## src/core/pcw_pkg.sv

```systemverilog
// pcw_pkg: constants and carrier types for the pwm cycle configuration block
// assumes a byte-wide special-function-register bus with one-cycle strobes
package pcw_pkg;
    localparam logic [7:0] PCW_CFG_ADDR     = 8'hF7;
    localparam logic [7:0] PCW_CFG_RESET    = 8'h00;
    localparam int         PCW_BANK_BIT     = 7;
    localparam int         PCW_IRQEN_BIT    = 6;
    localparam int         PCW_FLAG_BIT     = 5;
    localparam int         PCW_UNUSED_BIT   = 4;
    localparam int         PCW_RELOAD_BIT   = 3;
    localparam int         PCW_CYCLE_LENGTH_SELECT_MSB    = 2;
    localparam int         PCW_CYCLE_LENGTH_SELECT_W      = 3;
    localparam int         PCW_MIN_CYCLE    = 8;
    localparam int         PCW_CNT_W        = 16;
    localparam int         PCW_CH_COUNT     = 3;
    localparam logic [2:0] PCW_CYCLE_LENGTH_SELECT_RESET  = 3'h0;

    typedef enum logic [1:0] {
        PCW_MODE_OTHER,
        PCW_MODE_NBIT,
        PCW_MODE_WIDE
    } pcw_mode_type;

    typedef struct packed {
        logic                   bank_sel;
        logic                   irq_en;
        logic                   reload_en;
        logic [PCW_CYCLE_LENGTH_SELECT_W-1:0] cycle_length_select;
    } pcw_ctrl_type;
endpackage : pcw_pkg

```

## src/core/pcw_reload_mem.sv

```systemverilog
// pcw_reload_mem: per-channel 16-bit auto-reload value store
// assumes writes come from the register front end on the same clock
module pcw_reload_mem
    import pcw_pkg::*;
#(
    parameter int CH = PCW_CH_COUNT
)
(
    // clock and reset
    input  wire logic                    ref_clk,
    input  wire logic                    rst_n,
    // write port, byte lanes
    input  wire logic                    wr_lo,
    input  wire logic                    wr_hi,
    input  wire logic [$clog2(CH)-1:0]   wr_ch,
    input  wire logic [7:0]              wr_data,
    // registered read of all channels
    output logic      [CH*PCW_CNT_W-1:0] rd_all
);
    logic [PCW_CNT_W-1:0] mem_q [CH];

    always_ff @(posedge ref_clk or negedge rst_n)
    begin
        if (!rst_n)
        begin
            for (int i = 0; i < CH; i++)
                mem_q[i] <= '0;
        end
        else
        begin
            if (wr_lo)
                mem_q[wr_ch][7:0] <= wr_data;
            if (wr_hi)
                mem_q[wr_ch][15:8] <= wr_data;
        end
    end

    always_ff @(posedge ref_clk or negedge rst_n)
    begin
        if (!rst_n)
            rd_all <= '0;
        else
            for (int i = 0; i < CH; i++)
                rd_all[i*PCW_CNT_W +: PCW_CNT_W] <= mem_q[i];
    end
endmodule // pcw_reload_mem

```

## src/core/pcw_cycle_cfg.sv

```systemverilog
// pcw_cycle_cfg: pwm cycle configuration register, bank select, cycle overflow
// flag and wide-pwm auto-reload of channel compare values.
// assumes the counter and channel mode logic sit outside, on ref_clk.
// Contract
// bank bit steers compare addresses to reload bank
// reload values used only in pwm modes
// interrupt enable masks the overflow flag
// flag sets on overflow of selected bit
// flag set by hardware or software, sticky
// bit four reads zero, writes ignored
// main overflow copies reload into wide channels
// reload enable global, default off
// cycle code maps to eight..fifteen bits
// wide channels ignore cycle length setting
// irq when flag and enable both set
module pcw_cycle_cfg
    import pcw_pkg::*;
#(
    parameter int CH = PCW_CH_COUNT
)
(
    // clock and reset
    input  wire logic                    ref_clk,
    input  wire logic                    rst_n,
    // sfr bus
    input  wire logic                    sfr_wr,
    input  wire logic                    sfr_rd,
    input  wire logic [7:0]              sfr_addr,
    input  wire logic [7:0]              sfr_wdata,
    output logic      [7:0]              sfr_rdata,
    // channel compare access from the sfr decoder
    input  wire logic                    cmp_wr_lo,
    input  wire logic                    cmp_wr_hi,
    input  wire logic                    cmp_rd,
    input  wire logic [$clog2(CH)-1:0]   cmp_ch,
    // counter and channel modes
    input  wire logic [PCW_CNT_W-1:0]    main_array_counter,
    input  wire logic                    cnt_tick,
    input  wire logic [2*CH-1:0]         ch_mode,
    // outputs
    output logic                         cmp_wr_lo_cmp,
    output logic                         cmp_wr_hi_cmp,
    output logic                         cmp_rd_reload,
    output logic      [7:0]              reload_rdata,
    output logic      [CH-1:0]           reload_load,
    output logic      [CH*PCW_CNT_W-1:0] reload_value,
    output logic      [3:0]              cycle_bits,
    output logic                         cycle_overflow_flag,
    output logic                         irq_req
);
    pcw_ctrl_type ctrl_q;
    pcw_ctrl_type ctrl_d;
    logic         flag_q;
    logic         flag_d;
    logic [7:0]   rdata_q;
    logic [7:0]   rld_rdata_q;
    logic [CH-1:0] load_q;

    wire cfg_hit  = sfr_addr == PCW_CFG_ADDR;
    wire cfg_wr   = sfr_wr && cfg_hit;
    wire bank_rld = ctrl_q.bank_sel;
    wire rld_wr_lo = cmp_wr_lo && bank_rld;
    wire rld_wr_hi = cmp_wr_hi && bank_rld;

    function automatic logic bit_of(input logic [PCW_CNT_W-1:0] v, input logic [2:0] code);
        bit_of = v[PCW_MIN_CYCLE - 1 + int'(code)];
    endfunction

    // bit n = 8+code rolls over when bit n-1 falls 1->0 on a counter step
    logic [PCW_CNT_W-1:0] cnt_q;
    wire [PCW_CNT_W-1:0]  cnt_nx = main_array_counter;
    wire cyc_ovf  = cnt_tick && bit_of(cnt_q, ctrl_q.cycle_length_select)
                    && !bit_of(cnt_nx, ctrl_q.cycle_length_select);
    wire main_ovf = cnt_tick && (&cnt_q) && (cnt_nx == '0);

    assign ctrl_d = cfg_wr ? pcw_ctrl_type'({sfr_wdata[PCW_BANK_BIT],
                                             sfr_wdata[PCW_IRQEN_BIT],
                                             sfr_wdata[PCW_RELOAD_BIT],
                                             sfr_wdata[PCW_CYCLE_LENGTH_SELECT_MSB:0]}) : ctrl_q;
    // hardware set wins over a software clear in the same cycle
    assign flag_d = cyc_ovf ? 1'b1
                  : cfg_wr ? sfr_wdata[PCW_FLAG_BIT] : flag_q;

    wire [7:0] cfg_view = {ctrl_q.bank_sel, ctrl_q.irq_en, flag_q, 1'b0,
                           ctrl_q.reload_en, ctrl_q.cycle_length_select};

    logic [CH*PCW_CNT_W-1:0] rld_all;

    pcw_reload_mem #(.CH(CH)) u_mem (
        .ref_clk (ref_clk),
        .rst_n   (rst_n),
        .wr_lo   (rld_wr_lo),
        .wr_hi   (rld_wr_hi),
        .wr_ch   (cmp_ch),
        .wr_data (sfr_wdata),
        .rd_all  (rld_all)
    );

    always_ff @(posedge ref_clk or negedge rst_n)
    begin
        if (!rst_n)
        begin
            ctrl_q <= pcw_ctrl_type'(PCW_CFG_RESET[5:0]);
            flag_q <= 1'b0;
            cnt_q  <= '0;
        end
        else
        begin
            ctrl_q <= ctrl_d;
            flag_q <= flag_d;
            cnt_q  <= cnt_nx;
        end
    end

    always_ff @(posedge ref_clk or negedge rst_n)
    begin
        if (!rst_n)
        begin
            rdata_q     <= PCW_CFG_RESET;
            rld_rdata_q <= '0;
        end
        else
        begin
            rdata_q     <= (sfr_rd && cfg_hit) ? cfg_view : 8'h00;
            rld_rdata_q <= sfr_addr[0] ? rld_all[cmp_ch*PCW_CNT_W + 8 +: 8]
                                       : rld_all[cmp_ch*PCW_CNT_W +: 8];
        end
    end

    // reload strobes only for wide-mode channels with reload enabled
    always_ff @(posedge ref_clk or negedge rst_n)
    begin
        if (!rst_n)
            load_q <= '0;
        else
            for (int i = 0; i < CH; i++)
                load_q[i] <= main_ovf && ctrl_q.reload_en
                             && (pcw_mode_type'(ch_mode[2*i +: 2]) == PCW_MODE_WIDE);
    end

    assign sfr_rdata           = rdata_q;
    assign reload_rdata        = rld_rdata_q;
    assign cmp_wr_lo_cmp       = cmp_wr_lo && !bank_rld;
    assign cmp_wr_hi_cmp       = cmp_wr_hi && !bank_rld;
    assign cmp_rd_reload       = cmp_rd && bank_rld;
    assign reload_load         = load_q;
    assign reload_value        = rld_all;
    // wide-mode channels read cycle_bits only when not wide
    assign cycle_bits          = 4'(PCW_MIN_CYCLE) + {1'b0, ctrl_q.cycle_length_select};
    assign cycle_overflow_flag = flag_q;
    assign irq_req             = flag_q && ctrl_q.irq_en;

    property p_irq_mask;
        @(posedge ref_clk) disable iff (!rst_n) !ctrl_q.irq_en |-> !irq_req;
    endproperty
    a_irq_mask: assert property (p_irq_mask) else $error("irq while masked");

    property p_irq_on;
        @(posedge ref_clk) disable iff (!rst_n) (flag_q && ctrl_q.irq_en) |-> irq_req;
    endproperty
    a_irq_on: assert property (p_irq_on) else $error("irq missing");

    property p_flag_set;
        @(posedge ref_clk) disable iff (!rst_n) cyc_ovf |=> cycle_overflow_flag;
    endproperty
    a_flag_set: assert property (p_flag_set) else $error("flag not set");

    property p_flag_sticky;
        @(posedge ref_clk) disable iff (!rst_n) (flag_q && !cfg_wr) |=> flag_q;
    endproperty
    a_flag_sticky: assert property (p_flag_sticky) else $error("flag dropped");

    property p_unused_zero;
        @(posedge ref_clk) disable iff (!rst_n)
            (sfr_rd && cfg_hit) |=> !sfr_rdata[PCW_UNUSED_BIT];
    endproperty
    a_unused_zero: assert property (p_unused_zero) else $error("bit4 nonzero");

    property p_bank_route;
        @(posedge ref_clk) disable iff (!rst_n) cmp_wr_lo |-> (cmp_wr_lo_cmp != bank_rld);
    endproperty
    a_bank_route: assert property (p_bank_route) else $error("bank misroute");

    property p_no_reload_off;
        @(posedge ref_clk) disable iff (!rst_n) !ctrl_q.reload_en |=> reload_load == '0;
    endproperty
    a_no_reload_off: assert property (p_no_reload_off) else $error("reload when off");

    property p_cycle_len;
        @(posedge ref_clk) disable iff (!rst_n)
            cycle_bits == 4'(PCW_MIN_CYCLE) + 4'(ctrl_q.cycle_length_select);
    endproperty
    a_cycle_len: assert property (p_cycle_len) else $error("cycle length wrong");
endmodule // pcw_cycle_cfg

```

## config.mk

```make
export PLATFORM = sky130hd
export DESIGN_NAME = pcw_cycle_cfg
export DESIGN_NICKNAME = d
export VERILOG_FILES = /design/src/core/pcw_pkg.sv /design/src/core/pcw_reload_mem.sv /design/src/core/pcw_cycle_cfg.sv
export SDC_FILE = /design/constraint.sdc
export NUM_CORES = 1
export LEC_CHECK = 0
export ABC_AREA = 1
export BUFFER_PORTS_ARGS = -buffer_cell sky130_fd_sc_hd__buf_2
export CAP_MARGIN = 20
export CORE_UTILIZATION = 35
export DETAILED_ROUTE_END_ITERATION = 10
export GPL_TIMING_DRIVEN = 0
export HOLD_SLACK_MARGIN = 0.1
export PLACE_DENSITY = 0.62
export SKIP_LAST_GASP = 1
export SLEW_MARGIN = 15
export SYNTH_ARGS = -nofsm -noshare
export SYNTH_HDL_FRONTEND = slang
export SYNTH_SLANG_ARGS = --single-unit
export TNS_END_PERCENT = 50
```

## constraint.sdc

```tcl
create_clock -name ref_clk -period 2.04 [get_ports ref_clk]
set_input_delay 0.408 -clock ref_clk [delete_from_list [all_inputs] [get_ports ref_clk]]
set_output_delay 0.408 -clock ref_clk [all_outputs]
set_load 0.05 [all_outputs]
```

# ---- Word level (Yosys, flattened, before mapping)
# Index checks and enable logic that the tools add are counted.
dict set report totals {
  mem_bits_ro 0
  out_inout_bits 76
  elab_cells 66
  reg_bits 138
  latch_bits 0
  memories 0
  mem_bits_rw 0
}
dict set report op_classes {
  muxes 18
  reduce_logical 22
  div 0
  order_cmp 3
  bitwise_logic 1
  n_eq_ne 4
  mul 0
  shifts 2
  addsub 3
}
# op count
set ops {}
lappend ops {{$bwmux W48} 2}
lappend ops {{$mux W48} 2}
lappend ops {{$demux W16 S2} 2}
lappend ops {{$shiftx A48 B7 Y8} 1}
lappend ops {{$shiftx A48 B8 Y8} 1}
lappend ops {{$mux W8} 3}
lappend ops {{$logic_and A1 B1 Y1} 17}
lappend ops {{$logic_not A16 Y1} 1}
lappend ops {{$mux W16} 1}
lappend ops {{$reduce_and A16 Y1} 1}
lappend ops {{$bmux W1 S4} 2}
lappend ops {{$eq A8 B8 Y1 const B} 1}
lappend ops {{$add A6 B4 Y7 const B} 1}
lappend ops {{$eq A2 B2 Y1 const B} 3}
lappend ops {{$mux W1} 6}
lappend ops {{$lt A4 B5 Y1 const B} 1}
lappend ops {{$add A3 B3 Y4 const A} 1}
lappend ops {{$add A4 B3 Y4 const A} 1}
lappend ops {{$ge A3 B3 Y1 const B} 1}
lappend ops {{$lt A3 B1 Y1 const B} 1}
lappend ops {{$not A2 Y3} 1}
lappend ops {{$logic_not A1 Y1} 2}
lappend ops {{$reduce_bool A2 Y1} 1}

# ---- Longest topological paths before layout
# Gate-level depths: netlist (run 1).
dict set report depth {
  word_depth 9
  depth_mapped 11
  ltp_nobuf 10
}

# ---- Cells and area by module
# A second synthesis (run 1) with hierarchy kept.
dict set report unflattened {
  cells_unflattened 533
  area_unflattened_um2 5313.8
}
# module seq_area_each_um2 cells_each area_per_inst_um2 instances
set modules_own_cells {}
lappend modules_own_cells {pcw_reload_mem 2402.3 262 3178.0 1}
lappend modules_own_cells {pcw_cycle_cfg 1026.0 271 2135.8 1}

# ---- Least setup slack after synthesis (run 1)
# Ideal clock, no wire load.
dict set report synth_timing {
  path_type {register to register}
  from {reg ctrl_q, in the netlist cfg_view[0]}
  to {reg flag_q (netlist: cycle_overflow_flag)}
  setup_ps 121
  t_arrival_ps 1622
  path_slack_ps 298
  synth_period_minus_slack_ps 1742
  stages_incl_launch_ff 12
  n_path_buf 1
  t_required_ps 1919
  cell_sequence {dfrtp_1 -> clkinv_1 -> ha_1 -> buf_2 -> inv_1 -> o21ai_0 -> nand3_1 -> nand2_1 -> nand2_1 -> nand3_1 -> nand3_1 -> nand2_1}
}
dict set report synth_via {
  elab_chain_cells 7
  elab_cells_between_ends 12
  classes_between {1 x add/sub; 7 x mux; 4 x reduce/logical}
}
# element line
set synth_lines {}
lappend synth_lines {{from (decl)} pcw_cycle_cfg.sv:51} ;# pcw_ctrl_type ctrl_q;
lappend synth_lines {{from (signal assigned)} pcw_cycle_cfg.sv:103} ;# ctrl_q <= pcw_ctrl_type'(PCW_CFG_RESET[5:0]);
lappend synth_lines {{from (signal assigned)} pcw_cycle_cfg.sv:109} ;# ctrl_q <= ctrl_d;
lappend synth_lines {{$add A3 B3 Y4 (*)} pcw_cycle_cfg.sv:66} ;# bit_of = v[PCW_MIN_CYCLE - 1 + int'(code)];
lappend synth_lines {{$bmux W1 S4} pcw_cycle_cfg.sv:66}
lappend synth_lines {{$mux W1 (not written as such) (2 in a row)} pcw_cycle_cfg.sv:66}
lappend synth_lines {{$logic_and A1 B1 Y1 / $logic_not A1 Y1 (equally long branches)} {pcw_cycle_cfg.sv:72, pcw_cycle_cfg.sv:73}}
lappend synth_lines {{$logic_and A1 B1 Y1 (*)} pcw_cycle_cfg.sv:73} ;# && !bit_of(cnt_nx, ctrl_q.cycle_length_select);
lappend synth_lines {{$mux W1 / $reduce_bool A2 Y1 (equally long branches)} --}
lappend synth_lines {{to (signal assigned)} pcw_cycle_cfg.sv:110} ;# flag_q <= flag_d;
lappend synth_lines {{to (decl)} pcw_cycle_cfg.sv:53} ;# logic flag_q;
# Every way passes the cells marked *; elsewhere a longest branch is shown, timed or not. The select of a mux whose other input is x is not followed.
# A chain may end at the register's enable or synchronous reset.

# ---- Worst setup path in the final report (run 1)
# Same ends and word-level chain as after synthesis.

==> results.json, run 1 <==
{
  "gp_congestion": 0.8669,
  "ff_latch_area_mm2": 0.003430,
  "slowest_stage": "dfrtp_2",
  "die_x_um": 121.8,
  "leakagePower_nw": 3.510,
  "diodes": 0,
  "overflow": 0,
  "powerDensity_mw_per_mm2": 1085,
  "path_cells": "clkinv_2, ha_1, buf_2, inv_2, o21ai_0, nand3_1, nand2_1, nand2_1, nand3_1, nand3_1, nand2_1",
  "cts_buffer_depth": 2,
  "synth_edf_count": 0,
  "syn-num-nets": 520,
  "nFillCells": 1315,
  "io_buffers": 120,
  "drc": 0,
  "clk_latency_ns": 0.42,
  "worst-path-buf-inv": 3,
  "whs_endpoint": "cnt_q[8]",
  "utilization_pct": 47.53,
  "area_growth_pct": 31.80,
  "criticalPathCategory": "register to register",
  "dr_total_vias": 3809,
  "fin_ws_ns": 0.2610,
  "cp-end-kind": "register",
  "yosysSeqAreaShare_pct": 68.23,
  "numCtsBuffers": 17,
  "finalMaxSlewViolations": 0,
  "ys.flop_type": "dfrtp_1",
  "reg2regPathDepth": 11,
  "timing.final.hold_violations": 0,
  "synth_warnings": 0,
  "cts_setup_buffers": 0,
  "slew_headroom_pct": 60.33,
  "synthTopCellsByArea": "dfrtp_1 (68%), nand2_1 (7.2%), o21ai_0 (4.3%)",
  "r2r_setup_slack_ns": 0.26,
  "power.total_w": 0.007186,
  "synth.avg_cell_area_um2": 10.67,
  "final.setup.tns_ns": 0,
  "synth_most_common_cell": "dfrtp_1",
  "worst_setup_path_start_kind": "register",
  "grt_use_total_pct": 17.52,
  "place_area_mm2": 0.005884,
  "worstReg2RegEnd": "cycle_overflow_flag",
  "grt_max_degree": 85,
  "multi_input_area_mm2": 0.001294,
  "fin_crit_sh_pct": 87.21,
  "grt_pass1_wl_mm": 19.18,
  "yosys-top-cells-count": "dfrtp_1 (137), nand2_1 (97), inv_1 (44), o21ai_0 (43), o21ai_1 (38)",
  "min_from": "main_array_counter[8]",
  "irDropWorstVdd_mv": 0.5997,
  "hp-class": "input pin to register",
  "clk_pin_slew_ns": 0.06,
  "tightest_slew_ns": 0.5951,
  "fin_area_mm2": 0.006623,
  "drtIter0Drc": 194,
  "place_hpwl_mm": 8.705,
  "cts.sinks": 137,
  "drive_gt1_share_pct": 28.82,
  "async_reset_ff_share_pct": 100.0,
  "die-height_um": 121.8,
  "crit_arrival_ns": 2.09,
  "dr.pass1.iters": 4,
  "cap_violations": 0,
  "outcome": "finished clean",
  "place_ws_ns": -0.05801,
  "core_area_mm2": 0.01393,
  "hold_depth": 1,
  "yosysTopAreaCellShare_pct": 68.23,
  "rows": 43,
  "crit_family": "flip-flops",
  "grt_pass1_vias": 3831,
  "start_util_pct": 36.06,
  "nets": 671,
  "max_stage_delay_ns": 0.46,
  "finClkSkew_ns": 0.01327,
  "ant_nets": 0,
  "cp_max_fo": 8,
  "dieArea_mm2": 0.01484,
  "cts-htree-levels": 4,
  "netlist_instances": 471,
  "antenna_found_initial": 0,
  "cts_root_buf": "clkbuf_16",
  "rsz0062_at_grt": "no",
  "boundaryPins": 124,
  "max_freq_ghz": 0.5621,
  "worstReg2RegStart": "cfg_view[0]",
  "ys_ff_latch": 137,
  "yosysTopAreaCell": "dfrtp_1",
  "final-setup-viol-count": 0,
  "cts_tree": "done",
  "min_period_ns": 1.779,
  "wirelength_mm": 12.01,
  "critical_path_required_ns": 2.35,
  "synth_area_mm2": 0.005025,
  "synth.distinct_cells": 26,
  "viasPerCell": 4.674,
  "wire_per_inst_um": 14.74
}
[placed cells by master (no fill, tap or decap), types with 2 or more instances in the layout]
cell type	instances
o221ai_1	8
buf_6	5
clkinv_4	2
clkinvlp_4	3
nand2_2	4
nand3_1	19
o21ai_0	43
o21a_1	8
nor3_1	2
buf_4	6
nand2_1	97
inv_6	3
dlygate4sd3_1	11
bufinv_16	4
nor2_1	33
conb_1	2
inv_2	3
nor2_4	2
clkbuf_1	4
dfrtp_1	136
o21ai_1	38
clkbuf_16	17
clkinv_2	3
buf_2	124
inv_1	43
nand2_4	2
nand4_1	6
[flip-flops by register name, indices dropped and copies added, names as in the netlist]
signal / cells
bank_rld: 1
cfg_view: 5
cnt_q: 16
cycle_overflow_flag: 1
reload_load: 3
reload_rdata: 8
sfr_rdata: 7
u_mem.mem_q: 48
u_mem.rd_all: 48
[report_power, final]
part | switching (W) | internal (W)
combinational | 0.000684 | 0.000238
sequential | 0.000124 | 0.00293
clock | 0.00116 | 0.00205
[worst max-delay path by stage]
stage	startpoint	to	cells past startpoint	slack, ns
2_1_floorplan	cfg_view[0]	cycle_overflow_flag	11	0.30
3_3_place_gp	rst_n	cnt_q[6]	1	-1.13
3_5_place_dp	cfg_view[0]	cycle_overflow_flag	11	-0.06
4_1_cts	cfg_view[0]	cycle_overflow_flag	11	0.02
5_1_grt	cfg_view[0]	cycle_overflow_flag	11	0.1
6_report	cfg_view[0]	cycle_overflow_flag	11	0.26
[logic make-up after synthesis]
group / count (synthesis) / share of synthesized area, %
flops: 137 / 68.23
compound gates: 97 / 10.66
buf+inv: 65 / 6.026
fa+ha+maj: 1 / 0.2490
other cells: 2 / 0.1495
simple gates: 168 / 14.52
xor+xnor: 1 / 0.1743
[cell type report]
type / count / share of cell area [%]
sequential: 137 / 51.79
multi-input combinational: 269 / 19.54
timing repair buffer: 132 / 11.24
clock buffer: 18 / 6.480
tap: 180 / 3.401
clock inverter: 14 / 2.966
inverter: 47 / 2.683
buffer: 18 / 1.908
[metrics by stage]
step	std cells	hold slack [ns]
final	815	0.1147
after global routing	815	0.1130
after CTS	815	0.1024
after detailed placement	772	0.3602
after global placement	771	0.3576
after floorplan	471	0.1124
[metal layers]
layer | vias to the layer above | global-route usage [%] | wire length [um] | part of all wire (%)
met5 | - | 0 | 0 | 0
met4 | 0 | 8.565 | 239 | 2.0
met3 | 20 | 5.009 | 794 | 6.6
met2 | 131 | 28.81 | 5988 | 50
met1 | 1820 | 21.04 | 4987 | 42
li1 | 1838 | - | - | -
[what timing repair did]
| action | 4_1_cts | 5_1_grt |
|---|---|---|
| resized for setup | 1 | 2 |
| setup endpoints to repair | 1 | 1 |
| hold endpoints to repair | 63 | 0 |
| hold buffers | 11 | 0 |
No activity file was read; power rests on OpenSTA's default activity.
==> inputs of run 2 (changes only) <==
- CTS_CLUSTER_SIZE: not set -> 12
- SLEW_MARGIN: 15 -> 20
- SYNTH_HIERARCHICAL: not set -> 1
==> results.json, run 2 <==
{
  "async_reset_ff_share_pct": 100.0,
  "ant_nets": 0,
  "cts_tree": "done",
  "min_from": "main_array_counter[15]",
  "io_buffers": 120,
  "max_freq_ghz": 0.5439,
  "p_switching_w": 0.002439,
  "drive_gt1_share_pct": 28.36,
  "final.setup.tns_ns": 0,
  "drc": 22,
  "place_hpwl_mm": 9.746,
  "criticalPathCategory": "register to register",
  "leakagePower_nw": 3.651,
  "dr.pass1.iters": 8,
  "synthTopCellsByArea": "dfrtp_1 (65%), nand2_1 (10%), nand4_1 (4.4%)",
  "synth_area_mm2": 0.005314,
  "p_int_w": 0.005420,
  "wirelength_mm": 13.96,
  "seqPwrFrac_pct": 41.7,
  "yosysSeqAreaShare_pct": 64.52,
  "dieArea_mm2": 0.01568,
  "finalMaxSlewViolations": 0,
  "dr_total_vias": 4298,
  "cp_max_fo": 9,
  "outcome": "finished, violations left",
  "wire_per_inst_um": 15.96,
  "whs_ns": 0.1246,
  "overflow": 0,
  "reg2regPathDepth": 11,
  "rows": 44,
  "numCtsBuffers": 17,
  "core_area_mm2": 0.01470,
  "cts-htree-levels": 4,
  "reg_top3": "u_mem/mem_q (48), u_mem/rd_all (48), cnt_q (16)",
  "yosysTopAreaCellShare_pct": 64.52,
  "clk_latency_ns": 0.42,
  "worstReg2RegStart": "cfg_view[0]",
  "start_util_pct": 36.15,
  "final_common_cell": "nand2_1",
  "timing.final.hold_violations": 0,
  "antenna_found_initial": 0,
  "synth.distinct_cells": 27,
  "finClkSkew_ns": 0.007117,
  "cap_violations": 0,
  "synth.avg_cell_area_um2": 9.970,
  "grt_use_total_pct": 18.61,
  "netlist_instances": 533,
  "rsz0062_at_grt": "no",
  "violations": "design-rule violations",
  "slew_headroom_pct": 65.96,
  "tightest_slew_ns": 0.5088,
  "p_clk_share_pct": 40.1,
  "cts.sinks": 137,
  "final-setup-viol-count": 0,
  "irDropWorstVdd_mv": 0.5760,
  "critical_path_required_ns": 2.35,
  "gp_congestion": 0.8483,
  "syn-num-nets": 582,
  "r2r_setup_slack_ns": 0.20,
  "grt_pass1_vias": 4237,
  "drtIter0Drc": 299,
  "whs_endpoint": "cnt_q[15]",
  "hold_depth": 1,
  "crit_arrival_ns": 2.15,
  "ff_latch_area_mm2": 0.003430,
  "yosysTopAreaCell": "dfrtp_1",
  "cts_root_buf": "clkbuf_16",
  "die_x_um": 125.2,
  "grt_pass1_wl_mm": 22.09,
  "hp-class": "input pin to register",
  "yosys-top-cells-count": "nand2_1 (145), dfrtp_1 (137), nor2_1 (52), nand3_1 (39), nand4_1 (37)",
  "synth_most_common_cell": "nand2_1",
  "ys_ff_latch": 137,
  "nets": 727,
  "boundaryPins": 124,
  "synth_warnings": 6,
  "swShare_pct": 31.04,
  "powerDensity_mw_per_mm2": 1147,
  "worstReg2RegEnd": "cycle_overflow_flag",
  "fin_crit_sh_pct": 90.12,
  "min_period_ns": 1.838,
  "multi_input_area_mm2": 0.001563,
  "synth_edf_count": 0,
  "ys.flop_type": "dfrtp_1",
  "cp-end-kind": "register",
  "die-height_um": 125.2,
  "p_comb_share_pct": 18.3,
  "worst_setup_path_start_kind": "register",
  "viasPerCell": 4.912,
  "area_growth_pct": 28.91,
  "final_cell_mix": "nand2_1 (145), dfrtp_1 (136), buf_2 (133)",
  "grt_max_degree": 105,
  "clk_pin_slew_ns": 0.06,
  "cts_buffer_depth": 2,
  "diodes": 0,
  "nFillCells": 1385
}
run 2: changes by cell type in the layout (fill, tap and decap cells not counted), sizes merged, moves of 4 or more:
cell         change
nor2            +21
nand4           +31
buf             +10
o21ai           -54
clkinv           +4
nand3           +20
o221ai           -8
o21a             -8
nand2           +43
dlygate4sd3      -6
a21oi            +6
inv             -13
o32ai            +8
run 2: worst max path at each step:
stage / depth (start not counted) / to / slack [ns] / from
after detailed placement: 11 / cycle_overflow_flag / 0.07 / cfg_view[0]
final: 11 / cycle_overflow_flag / 0.20 / cfg_view[0]
after CTS: 11 / cycle_overflow_flag / 0.03 / cfg_view[0]
after global routing: 11 / cycle_overflow_flag / 0.07 / cfg_view[0]
after floorplan: 11 / cycle_overflow_flag / 0.44 / cfg_view[0]
after global placement: 1 / u_mem/rd_all[12] / -1.24 / rst_n
run 2: critical path: stages, from the launching register on:
cell,delay [ns]
dfrtp_2,0.47
inv_2,0.18
ha_1,0.25
buf_2,0.18
inv_2,0.13
o21ai_0,0.10
nand3_1,0.09
nand2_1,0.06
nand2_1,0.05
nand3_1,0.07
nand3_1,0.09
nand2_1,0.06
run 2: power by group through the flow:
stage               Combinational (W)  Clock (W)  Sequential (W)
finish                        0.00143    0.00315         0.00327
global route                  0.00153    0.00334         0.00331
CTS                           0.00144    0.00322         0.00327
detailed placement            0.00143          0         0.00332
global placement              0.00140          0         0.00331
floorplan                    0.000372          0         0.00387
run 2: final cells by class:
cell class	instances	area share, %
Timing Repair Buffer	126	10.05
Clock inverter	10	2.082
Buffer	27	2.575
Multi-Input combinational cell	330	22.81
Inverter	39	2.137
Clock buffer	22	6.922
Tap cell	184	3.361
Sequential cell	137	50.06
run 2: routing by layer:
| metal | GRT usage [%] | up-vias | wire length, um |
|---|---|---|---|
| met4 | 7.102 | 0 | 261 |
| met2 | 30.46 | 170 | 6747 |
| li1 | - | 2036 | - |
| met1 | 23.70 | 2067 | 6107 |
| met3 | 4.878 | 25 | 847 |
| met5 | 0 | - | 0 |
run 2: logic make-up (layout without fill, tap and decap cells):
logic type	Yosys count	count (layout)	share of synthesized area, %
adder cells (fa/ha/maj)	1	1	0.2354
flip-flops	137	137	64.52
buffers and inverters	66	224	6.075
XOR/XNOR	1	1	0.1649
AND/OR/NAND/NOR	285	285	24.02
other	2	2	0.1413
AO/OA/AOI/OAI	41	41	4.851
run 2: through the flow:
step	total power, W	area [um^2]	util [%]	instances	setup WS [ns]
CTS	0.007928	6849	46.60	875	0.03374
floorplan	0.004247	5314	-	533	0.4371
finish	0.007859	6850	46.60	875	0.2016
global route	0.008185	6850	46.60	875	0.06932
detailed placement	0.004747	6182	42.06	838	0.07163
global placement	0.004711	6145	41.80	837	-1.241
run 2: repair_timing:
item | CTS | global route
endpoints found under the hold margin | 37 | 0
setup endpoints to repair | 0 | 1
setup buffers | 0 | 0
resized for setup | 0 | 2
hold buffers | 5 | 0
==> inputs of run 3 (changes only) <==
- CORE_UTILIZATION: 35 -> 36
- PLACE_DENSITY: 0.62 -> 0.63
==> results.json, run 3 (synthesis gave the netlist of run 2 again) <==
{
  "grt_pass1_vias": 4213,
  "grt_pass1_wl_mm": 21.64,
  "violations": "design-rule violations",
  "drc": 1,
  "place_area_mm2": 0.006182,
  "whs_endpoint": "cnt_q[3]",
  "io_buffers": 120,
  "dr_total_vias": 4275,
  "clk_latency_ns": 0.42,
  "reg_top3": "u_mem/mem_q (48), u_mem/rd_all (48), cnt_q (16)",
  "cts.sinks": 137,
  "die-height_um": 123.5,
  "p_comb_share_pct": 17.7,
  "overflow": 0,
  "leakagePower_nw": 3.653,
  "rows": 44,
  "outcome": "finished, violations left",
  "dr.pass1.iters": 8,
  "antenna_found_initial": 0,
  "cts_root_buf": "clkbuf_16",
  "cp_max_fo": 9,
  "finalMaxSlewViolations": 0,
  "cap_violations": 0,
  "min_period_ns": 1.802,
  "dieArea_mm2": 0.01525,
  "grt_use_total_pct": 19.63,
  "cts_buffer_depth": 2,
  "cp-end-kind": "register",
  "start_util_pct": 36.70,
  "boundaryPins": 124,
  "fin_area_mm2": 0.006865,
  "final_common_cell": "nand2_1",
  "wire_per_inst_um": 15.79,
  "p_clk_share_pct": 41.7,
  "place_ws_ns": 0.05948,
  "drtIter0Drc": 221,
  "p_int_w": 0.005629,
  "criticalPathCategory": "register to register",
  "cts_tree": "done",
  "core_area_mm2": 0.01448,
  "final_cell_mix": "nand2_1 (145), dfrtp_1 (136), buf_2 (133)",
  "rsz0062_at_grt": "no",
  "critical_path_required_ns": 2.35,
  "wirelength_mm": 13.77,
  "diodes": 0,
  "cts_setup_buffers": 0,
  "irDropWorstVdd_mv": 0.6770,
  "min_from": "main_array_counter[3]",
  "powerDensity_mw_per_mm2": 1175,
  "crit_arrival_ns": 2.11,
  "cts-htree-levels": 4,
  "viasPerCell": 4.903,
  "r2r_setup_slack_ns": 0.24,
  "p_switching_w": 0.002435,
  "numCtsBuffers": 17,
  "dp.cells": 838,
  "hp-class": "input pin to register",
  "timing.final.hold_violations": 0,
  "worstReg2RegStart": "cfg_view[0]",
  "nets": 725,
  "worstReg2RegEnd": "cycle_overflow_flag",
  "clk_pin_slew_ns": 0.06,
  "grt_max_degree": 77,
  "worst_setup_path_start_kind": "register",
  "fin_cells": 872,
  "final-setup-viol-count": 0,
  "hold_depth": 1,
  "ant_nets": 0,
  "seqPwrFrac_pct": 40.6,
  "gp_congestion": 0.8445,
  "fin_crit_sh_pct": 88.35,
  "fin_ws_ns": 0.2377,
  "utilization_pct": 47.42,
  "drive_gt1_share_pct": 28.34,
  "max_freq_ghz": 0.5548,
  "finClkSkew_ns": 0.006083,
  "reg2regPathDepth": 11,
  "place_hpwl_mm": 9.847,
  "nFillCells": 1398,
  "area_growth_pct": 29.20,
  "swShare_pct": 30.20,
  "die_x_um": 123.5
}
[run 3: changes by cell type in the layout (fill, tap and decap cells not counted), sizes merged]
| cell | delta |
|---|---|
| clkinv | -4 |
| bufinv | +2 |
| dlygate4sd3 | -2 |
| clkbuf | -1 |
| clkinvlp | +1 |
| inv | +1 |
[run 3: timing repair]
item | CTS | global route
resized for setup | 0 | 2
hold endpoints to repair | 63 | 0
endpoints found under the setup margin | 0 | 1
hold buffers | 3 | 0
[run 3: power by group through the flow]
stage / sequential (W) / combinational [W] / clock (W)
global route: 0.00331 / 0.00154 / 0.00356
CTS: 0.00327 / 0.00144 / 0.00343
finish: 0.00327 / 0.00143 / 0.00337
global placement: 0.00331 / 0.00140 / 0
detailed placement: 0.00332 / 0.00143 / 0
floorplan: 0.00387 / 0.000372 / 0
[run 3: final cells by class]
type	instances	area [um^2]	area share [%]
Sequential cell	137	3430	49.95
Multi-Input combinational cell	330	1563	22.76
Timing Repair Buffer	124	668.1	9.732
Clock buffer	21	460.4	6.707
Tap cell	184	230.2	3.353
Clock inverter	10	191.4	2.788
Buffer	27	176.4	2.570
Inverter	39	146.4	2.132
[run 3: stage by stage]
step	setup TNS [ns]	hold WS, ns	total power [W]
after global placement	-164.30	0.3569	0.004708
after detailed placement	0	0.3602	0.004747
after CTS	0	0.1001	0.008144
final	0	0.1179	0.008065
after floorplan	0	0.1124	0.004247
after global routing	0	0.1005	0.008411
[run 3: how the worst max path moves through the flow]
stage                     slack (ns)         from             endpoint
after floorplan                 0.44  cfg_view[0]  cycle_overflow_flag
after global placement         -1.21        rst_n      u_mem/mem_q[32]
after detailed placement        0.06  cfg_view[0]  cycle_overflow_flag
after CTS                       0.03  cfg_view[0]  cycle_overflow_flag
after global routing           0.009  cfg_view[0]  cycle_overflow_flag
final                           0.24  cfg_view[0]  cycle_overflow_flag
[run 3: per-layer routing]
layer / track usage [%] / vias up / routed length (um)
met1: 24.25 / 2056 / 5735
li1: - / 2037 / -
met5: 0 / - / 0
met4: 8.810 / 0 / 269
met3: 4.566 / 21 / 818
met2: 32.68 / 161 / 6947
[run 3: worst max-delay path, cell delays in order, from the launching register on]
cell and delay (ns):
dfrtp_2 0.47, inv_2 0.18, ha_1 0.25, buf_2 0.17, inv_2 0.12, o21ai_0 0.10
nand3_1 0.08, nand2_1 0.05, nand2_1 0.05, nand3_1 0.07, nand3_1 0.09, nand2_1 0.05
